==> config.mk <==
export PLATFORM = sky130hd
export DESIGN_NAME = secure_memory_access_flags
export DESIGN_NICKNAME = d
export VERILOG_FILES = /design/src/secure_memory_access_flags.v
export VERILOG_INCLUDE_DIRS = /design/src
export SDC_FILE = /design/constraint.sdc
export NUM_CORES = 1
export LEC_CHECK = 0
export ABC_CLOCK_PERIOD_IN_PS = 2000
export BUFFER_PORTS_ARGS = -buffer_cell sky130_fd_sc_hd__buf_2
export CORE_MARGIN = 1
export CORE_UTILIZATION = 50
export DETAILED_ROUTE_END_ITERATION = 8
export PLACE_DENSITY = 0.7
export SYNTH_ARGS = -nofsm -noshare
export SYNTH_HDL_FRONTEND = slang
export SYNTH_SLANG_ARGS = --single-unit
export TNS_END_PERCENT = 1
==> constraint.sdc <==
create_clock -name clk_sys_i -period 2 [get_ports clk_sys_i]
set_input_delay 0.1 -clock clk_sys_i [delete_from_list [all_inputs] [get_ports clk_sys_i]]
set_output_delay 0.1 -clock clk_sys_i [all_outputs]
set_load 0.02 [all_outputs]
==> src/smaf_map.vh <==
`ifndef SMAF_MAP_VH
`define SMAF_MAP_VH
// address counter width and key bit addresses
`define ADDR_W 10
`define CODE_FIRST 10'h050
`define CODE_LAST 10'h05f
`define ATTEMPT_FIRST 10'h060
`define ATTEMPT_LAST8 10'h067
`define ATTEMPT_LAST 10'h06f
`define Z1_WRITE_BIT 10'h0b0
`define Z1_READ_BIT 10'h0b1
// consecutive failed presentations before permanent lock
`define MAX_FAILS 4'h8
// pin synchroniser slots
`define PIN_CLK 0
`define PIN_RST 1
`define PIN_PGM 2
`define PIN_IO 3
`define PIN_N 4
`endif

==> src/secure_memory_access_flags.v <==
// Summary of operation
// - compare 16 presented code bits to stored bits 80..95 per clock
// - match plus correct validation drives one on data and sets valid flag
// - validation erase restores all 16 attempt counter bits
// - valid flag stays set until power loss
// - mismatch or bad validation outputs zero, flag is left unchanged
// - eight consecutive failures lock the card for good
// - valid flag is the master access qualifier
// - zone one write flag set when bit 176 addressed holding one
// - zone one flags hold until power loss
// - zone one read flag set when bit 177 addressed holding one
// - mode two zone one write needs write flag and valid flag
// - zone one read allowed by read flag or valid flag
// - issuer fuse one selects mode one, zero selects mode two
`timescale 1ns/1ns
`include "smaf_map.vh"
module secure_memory_access_flags (
   input wire clk_sys_i,
   input wire resetn_i,
   input wire card_clk_i,
   input wire addr_reset_i,
   input wire pgm_i,
   input wire io_i,
   input wire mem_bit_i,
   input wire issuer_fuse_i,
   output reg [`ADDR_W-1:0] addr_o,
   output reg io_o,
   output reg io_oe_o,
   output reg mem_write_o,
   output reg mem_erase_o,
   output reg security_valid_flag_o,
   output reg zone1_write_flag_o,
   output reg zone1_read_flag_o,
   output reg security_mode2_o,
   output reg first_app_zone_write_en_o,
   output reg first_app_zone_read_en_o,
   output reg locked_o
);

////////////////////////////////////////////////////////////////////////////////
// pin synchronisers: a level counts once stages two and three agree
// each pin level must stand at least two cycles to be seen
reg [`PIN_N-1:0] sync1_q;
reg [`PIN_N-1:0] sync2_q;
reg [`PIN_N-1:0] sync3_q;
reg [`PIN_N-1:0] pin_q;
integer i;

always @(posedge clk_sys_i or negedge resetn_i) begin
   if (!resetn_i) begin
      sync1_q <= 4'h0;
      sync2_q <= 4'h0;
      sync3_q <= 4'h0;
      pin_q <= 4'h0;
   end else begin
      sync1_q <= {io_i, pgm_i, addr_reset_i, card_clk_i};
      sync2_q <= sync1_q;
      sync3_q <= sync2_q;
      for (i = 0; i < `PIN_N; i = i + 1) begin
         if (sync2_q[i] == sync3_q[i]) begin
            pin_q[i] <= sync3_q[i];
         end
      end
   end
end

////////////////////////////////////////////////////////////////////////////////
// edge events on filtered pins
// pins idle low, so the zero reset of the history cannot fake an edge
reg [`PIN_N-1:0] pin_prev_q;
wire clk_rise = pin_q[`PIN_CLK] & ~pin_prev_q[`PIN_CLK];
wire pgm_rise = pin_q[`PIN_PGM] & ~pin_prev_q[`PIN_PGM];
wire rst_level = pin_q[`PIN_RST];
wire io_level = pin_q[`PIN_IO];
wire bit_match = (io_level == mem_bit_i);

always @(posedge clk_sys_i or negedge resetn_i) begin
   if (!resetn_i) begin
      pin_prev_q <= 4'h0;
   end else begin
      pin_prev_q <= pin_q;
   end
end

////////////////////////////////////////////////////////////////////////////////
// address decode
wire in_code = (addr_o >= `CODE_FIRST) && (addr_o <= `CODE_LAST);
wire in_att8 = (addr_o >= `ATTEMPT_FIRST) && (addr_o <= `ATTEMPT_LAST8);
wire in_att = (addr_o >= `ATTEMPT_FIRST) && (addr_o <= `ATTEMPT_LAST);

////////////////////////////////////////////////////////////////////////////////
// validation sequencer
// idle: nothing pending; cmp: code bits arriving; val: code done,
// counter bit not yet written; wrote: counter bit written, erase pending
localparam ST_IDLE = 2'h0;
localparam ST_CMP = 2'h1;
localparam ST_VAL = 2'h2;
localparam ST_WROTE = 2'h3;

// failure run and scan history survive address resets
reg [1:0] state_q;
reg match_q;
reg seen_one_q;
reg [3:0] fail_cnt_q;
wire erase_ok = (state_q == ST_WROTE) && match_q && !locked_o;
wire fail_limit = (fail_cnt_q + 4'h1 >= `MAX_FAILS);

always @(posedge clk_sys_i or negedge resetn_i) begin
   if (!resetn_i) begin
      addr_o <= 10'h000;
      state_q <= ST_IDLE;
      match_q <= 1'b0;
      seen_one_q <= 1'b0;
      fail_cnt_q <= 4'h0;
      locked_o <= 1'b0;
      security_valid_flag_o <= 1'b0;
      zone1_write_flag_o <= 1'b0;
      zone1_read_flag_o <= 1'b0;
      io_o <= 1'b0;
      io_oe_o <= 1'b0;
      mem_write_o <= 1'b0;
      mem_erase_o <= 1'b0;
   end else begin
      mem_write_o <= 1'b0;
      mem_erase_o <= 1'b0;
      // flags latch while their bit is addressed and holds one
      if (addr_o == `Z1_WRITE_BIT && mem_bit_i) begin
         zone1_write_flag_o <= 1'b1;
      end
      if (addr_o == `Z1_READ_BIT && mem_bit_i) begin
         zone1_read_flag_o <= 1'b1;
      end
      // address reset aborts validation and releases the data line
      if (rst_level) begin
         addr_o <= 10'h000;
         state_q <= ST_IDLE;
         io_oe_o <= 1'b0;
      end else if (clk_rise) begin
         addr_o <= addr_o + 10'h001;
         io_oe_o <= 1'b0;
         if (addr_o == `CODE_FIRST) begin
            state_q <= ST_CMP;
            match_q <= bit_match;
            seen_one_q <= 1'b0;
         end else if (in_code && state_q == ST_CMP) begin
            match_q <= match_q & bit_match;
            if (addr_o == `CODE_LAST) begin
               state_q <= ST_VAL;
            end
         end else if (in_att8) begin
            if (mem_bit_i) begin
               seen_one_q <= 1'b1;
            end
            // a scan of counter bits 96..103 with no usable counter bit blocks the card
            if (addr_o == `ATTEMPT_LAST8 && !seen_one_q && !mem_bit_i
                  && state_q != ST_WROTE) begin
               locked_o <= 1'b1;
            end
         end else if (!in_att) begin
            state_q <= ST_IDLE;
         end
      end else if (pgm_rise) begin
         if (!io_level) begin
            mem_write_o <= 1'b1;
            // the written bit must have held one, else validation is abandoned
            if (state_q == ST_VAL && in_att8 && mem_bit_i && !locked_o) begin
               state_q <= ST_WROTE;
            end else if (state_q != ST_WROTE) begin
               state_q <= ST_IDLE;
            end
         end else begin
            io_oe_o <= 1'b1;
            state_q <= ST_IDLE;
            // erase only after a matching code, else the written counter bit stays
            if (erase_ok && in_att) begin
               mem_erase_o <= 1'b1;
               security_valid_flag_o <= 1'b1;
               io_o <= 1'b1;
               // a pass clears the run of failures
               fail_cnt_q <= 4'h0;
            end else begin
               io_o <= 1'b0;
               // only an attempt that reached the counter counts as a failure
               if (state_q == ST_VAL || state_q == ST_WROTE) begin
                  // eighth consecutive failure locks for good
                  if (fail_limit) begin
                     locked_o <= 1'b1;
                  end
                  // saturate so the count never wraps below the limit
                  if (fail_cnt_q < `MAX_FAILS) begin
                     fail_cnt_q <= fail_cnt_q + 4'h1;
                  end
               end
            end
         end
      end
   end
end

////////////////////////////////////////////////////////////////////////////////
// access qualifiers
// qualifiers follow the flags one cycle later
always @(posedge clk_sys_i or negedge resetn_i) begin
   if (!resetn_i) begin
      security_mode2_o <= 1'b0;
      first_app_zone_write_en_o <= 1'b0;
      first_app_zone_read_en_o <= 1'b0;
   end else begin
      security_mode2_o <= ~issuer_fuse_i;
      if (!issuer_fuse_i) begin
         first_app_zone_write_en_o <= zone1_write_flag_o & security_valid_flag_o;
      end else begin
         first_app_zone_write_en_o <= security_valid_flag_o;
      end
      first_app_zone_read_en_o <= zone1_read_flag_o | security_valid_flag_o;
   end
end

endmodule // secure_memory_access_flags

**After elaboration in Yosys (flattened, before gate mapping)**

Index checks and enable logic that the tools add are counted.

- Register bits: 48
- Bits in latches: 0
- RAM bits: 0
- Memory bits (read-only): 0
- Input port bits: 8
- Output and inout port bits: 21
- Logic and storage cells: 152
- Memories kept: 0

- Add/sub/neg operators: 2
- Multiply operators: 0
- Div/mod/pow operators: 0
- $lt $le $gt $ge: 7
- Equality and inequality tests: 23
- Shifts and indexed selects: 0
- Muxes and demuxes: 46
- Bitwise gates (word level): 10
- Reduce and logical (&&, ||, !) cells: 40

Operators by type and width:

| kind | count |
|---|---|
| equality test 10 x 7 -> 1 bit (second input constant) | 3 |
| less-or-equal comparator 10 x 7 -> 1 bit (second input constant) | 3 |
| two-way mux 1 bit | 30 |
| two-way mux 2 bit | 11 |
| equality test 10 x 8 -> 1 bit (second input constant) | 2 |
| greater-or-equal comparator 10 x 7 -> 1 bit (second input constant) | 2 |
| two-way mux 10 bit | 2 |
| nonzero test 2 bit | 10 |
| logical AND 1 bit | 15 |
| AND reduction 5 bit | 3 |
| two-way mux 4 bit | 3 |
| adder 10 x 1 -> 10 bit (second input constant) | 1 |
| inequality test 2 bit (second input constant) | 5 |
| inequality test 5 x 3 -> 1 bit (second input constant) | 2 |
| AND reduction 10 bit | 1 |
| AND reduction 6 bit | 1 |
| nonzero test 3 bit | 2 |
| equality test 1 bit | 5 |
| inequality test 5 x 4 -> 1 bit (second input constant) | 1 |
| NOT 1 bit | 5 |
| nonzero test 5 bit | 1 |
| adder 4 x 1 -> 4 bit (second input constant) | 1 |
| AND 1 bit | 4 |
| equality test 2 bit (second input constant) | 2 |
| other kinds (10) | 13 |

**Longest topological paths before layout**

- Depth after elaboration: 10
- Mapped depth: 6
- Mapped depth without buffers: 6

**Least setup slack after synthesis**

Ideal clock, no wire load.

- Path kind: flip-flop to flip-flop
- From: reg addr_o[7]
- To: reg fail_cnt_q[0]
- Setup time: 0.125 ns
- Arrival: 1.970 ns
- Required time: 1.875 ns
- Setup slack: -0.095 ns
- Stages on the path, launching flop included: 5
- Period minus slack after synthesis: 2.095 ns
- Cell sequence: dfrtp_1 or4b_4 or4_4 and3_1 mux2_2

- Longest elaborated chain between the ends: 5

Ends and longest elaborated chain:

| what | RTL line | source |
|---|---|---|
| from (decl) | secure_memory_access_flags.v:26 | `` output reg [`ADDR_W-1:0] addr_o, `` |
| from (signal assigned) | secure_memory_access_flags.v:139 | `addr_o <= addr_o + 10'h001;` |
| greater-or-equal comparator 10 x 7 -> 1 bit (no source line) / less-or-equal comparator 10 x 7 -> 1 bit (equally long branches) | n/a |  |
| logical AND 1 bit * | secure_memory_access_flags.v:89 | `` wire in_att = (addr_o >= `ATTEMPT_FIRST) && (addr_o <= `ATTEMPT_LAST); `` |
| logical AND 1 bit * | secure_memory_access_flags.v:175 | `if (erase_ok && in_att) begin` |
| nonzero test 2 bit (no source line) | n/a |  |
| AND reduction 6 bit (no source line) | n/a |  |
| to (signal assigned) | secure_memory_access_flags.v:191 | `fail_cnt_q <= fail_cnt_q + 4'h1;` |
| to (decl) | secure_memory_access_flags.v:104 | `reg [3:0] fail_cnt_q;` |

Every way passes the cells marked *; elsewhere a longest branch is shown, timed or not.
A chain may end at the register's enable or synchronous reset.

**Worst setup path in the final report**

Ends and elaborated chain as after synthesis.

==> flow_metrics.py <==
metrics = {
    "status": {
        "status": "finished, final reports clean",
    },
    "placement": {
        "dp_hpwl_um": 2950,
        "port_buffers": 28,
        "gp_congestion": 0.859,
    },
    "worst_setup_path": {
        "worst-setup-path-type": "reg -> reg",
        "cp-start-kind": "register",
        "path_cells": "or4b_4, or4_4, and3_4, mux2_2",
        "cp-end-kind": "register",
        "crit_buf_inv": 0,
        "critPathTopFamily": "simple AND/OR/NAND/NOR gates",
        "cp_data_required_time_ns": 2.19,
        "slowest_stage": "or4b_4",
        "max_stage_delay_ns": 0.56,
        "critPathMaxFanout": 3,
        "cp.arrival_ns": 2.14,
    },
    "sta": {
        "fin_tns_setup_ns": 0,
        "final_hold_viol_count": 0,
        "rsz0062_at_grt": "no",
        "finalClockSkew_ns": 0.00474,
        "period_needed_ns": 1.96,
        "setup_viol": 0,
        "drv_slew": 0,
        "tightest_slew_ns": 0.853,
        "hold_slack_ns": 0.177,
        "slew_headroom_pct": 43.1,
        "fmax_ghz": 0.511,
        "period_share_pct": 97.8,
    },
    "logic_synthesis": {
        "async_reset_ff_share_pct": 100,
        "synth_cell_types": 44,
        "synth_area_um2": 1980,
        "synth.avg_cell_area_um2": 11.4,
        "synthesis.nets": 185,
        "synth_edf_count": 0,
        "yosysSeqAreaShare_pct": 59.4,
        "synth_warnings": 0,
        "synthFlopType": "dfrtp_1",
        "syn_inst": 173,
        "ys_ff_latch": 47,
    },
    "drt": {
        "totalWireLength_um": 4020,
        "via_per_inst": 5.47,
        "antenna_left": 0,
        "dr.pass1.iters": 4,
        "drc_errors": 0,
        "routedWlPerCell_um": 14.8,
        "drt_iter0_drc": 57,
        "via_count": 1482,
    },
    "global_routing": {
        "grt_max_degree": 41,
        "grt_overflow_total": 0,
        "first_global_vias": 1483,
        "grt_use_total_pct": 21.6,
        "grt_pass1_wl_um": 6810,
        "antenna_found_initial": 0,
    },
    "finish": {
        "final_cell_mix": "44 x dfrtp_1, 28 x buf_2, 14 x buf_4",
        "nets": 234,
        "fill_cells": 296,
        "drive_gt1_share_pct": 27.8,
        "final_common_cell": "dfrtp_1",
        "seq_area_um2": 1180,
        "diodes": 0,
        "syn_to_final_growth_pct": 22.8,
        "multi_input_area_um2": 769,
    },
    "cts": {
        "worstSkewPairLatency_ns": 0.29,
        "clockRootBuffer": "clkbuf_8",
        "cts_buffers": 5,
        "cts_tree": "done",
        "clk_pin_slew_ns": 0.09,
        "h-tree-depth": 2,
        "clockBufferDepth": 2,
        "numClockSinks": 47,
    },
    "power_and_ir_drop": {
        "p_leak_nw": 1.14,
        "ir_worst_vdd_uv": 540,
        "p_per_area_nw_per_um2": 757,
    },
    "die": {
        "io_pins": 29,
        "die-area_um2": 4210,
        "die_w_um": 64.9,
        "core_um2": 3720,
        "fp.dieH_um": 64.9,
        "num_rows": 22,
        "start_util_pct": 53.3,
    },
    "worst_hold_path": {
        "hp-class": "in -> reg",
    },
    "run": {
        "cap_violations": 0,
    },
}
[layer usage]
metal	routed length (um)	track usage, %
met1	1870	27.1
met4	40	5.83
met2	1960	37.1
met5	0	0
met3	143	4.75
[worst min-delay path: stages]
cell and delay, ns:
buf_2 0.14, a31oi_1 0.14, a21oi_1 0.05
[kinds of logic (layout without fill, tap and decap cells)]
| family | after synthesis | after routing | share of synthesized area (%) |
|---|---|---|---|
| AO/OA/AOI/OAI | 32 | 32 | 10.2 |
| multiplexers | 2 | 2 | 1.07 |
| AND/OR/NAND/NOR | 65 | 65 | 19.4 |
| buffers and inverters | 12 | 62 | 2.28 |
| adder cells (fa/ha/maj) | 8 | 8 | 4.55 |
| flip-flops | 47 | 47 | 59.4 |
| XOR/XNOR | 7 | 7 | 3.10 |
[sequential cells by signal (all words and copies together) (netlist names)]
name,flops
first_app_zone_read_en_o,1
io_o,1
state_q,2
addr_o,10
zone1_write_flag_o,1
zone1_read_flag_o,1
match_q,1
mem_erase_o,1
mem_write_o,1
pin_q,4
first_app_zone_write_en_o,1
seen_one_q,1
sync3_q,4
pin_prev_q,2
sync1_q,4
sync2_q,4
io_oe_o,1
fail_cnt_q,4
locked_o,1
security_mode2_o,1
security_valid_flag_o,1
[power breakdown]
part           switching (mW)  leakage, nW  internal, mW
clock                   0.321       0.0408         0.250
sequential             0.0565        0.587          1.00
combinational           0.111        0.509        0.0976
[worst paths after layout]
path	from	to	slack (ns)	depth (start not counted)
max	addr_o[7]	fail_cnt_q[0]	0.04	4
min	mem_bit_i	seen_one_q	0.18	3
max reg2reg	addr_o[7]	fail_cnt_q[0]	0.04	4
min reg2reg	sync1_q[2]	sync2_q[2]	0.35	0
max in group asynchronous	resetn_i	sync2_q[0]	0.95	3
min in group asynchronous	resetn_i	fail_cnt_q[2]	0.44	2
[cell usage after synthesis, types with 2 or more instances]
master / instances / area share, %
nor4b_1: 2 / 0.89
or2_2: 2 / 0.63
nand2b_1: 2 / 0.63
nor3b_1: 2 / 0.76
nor3_1: 3 / 0.76
nand2_1: 12 / 2.3
nand3_1: 7 / 1.8
and2_1: 2 / 0.63
and3_1: 3 / 0.95
a21o_1: 2 / 0.76
maj3_1: 4 / 2.0
xnor2_1: 4 / 1.8
nor2_1: 9 / 1.7
o21ai_0: 11 / 2.8
or3_1: 4 / 1.3
xor2_1: 3 / 1.3
nor4_1: 2 / 0.63
inv_1: 6 / 1.1
clkbuf_1: 6 / 1.1
nor4bb_1: 2 / 1.0
a21oi_1: 8 / 2.0
ha_1: 4 / 2.5
a31oi_1: 2 / 0.63
nand4_1: 2 / 0.63
dfrtp_1: 47 / 59
nor2b_1: 4 / 1.3
[area by class of cell]
type                    instances  share of cell area, %
repair buffers                 48                   12.6
clock buffers                   5                   2.83
flip-flops and latches         47                   48.6
well taps                      48                   2.47
inverters                       6                  0.927
clock inverters                 3                  0.978
multi-input cells             114                   31.7
[through the flow]
stage	total power, mW	util, %	setup slack [ns]	instances	cell area [um2]
floorplan	1.19	-	0.0273	173	1990
global placement	1.26	60.5	0.0757	254	2250
detailed placement	1.28	60.5	0.0260	254	2250
CTS	1.86	64.6	0.00918	268	2400
global route	1.93	65.4	0.00119	271	2430
finish	1.84	65.4	0.0442	271	2430
[timing repair]
action                                  CTS  global route
setup buffers                             0             3
endpoints found under the setup margin    0             1
hold buffers                              6             0
endpoints found under the hold margin    43             0
resized for setup                         0             1
No activity file was read; power rests on OpenSTA's default activity.
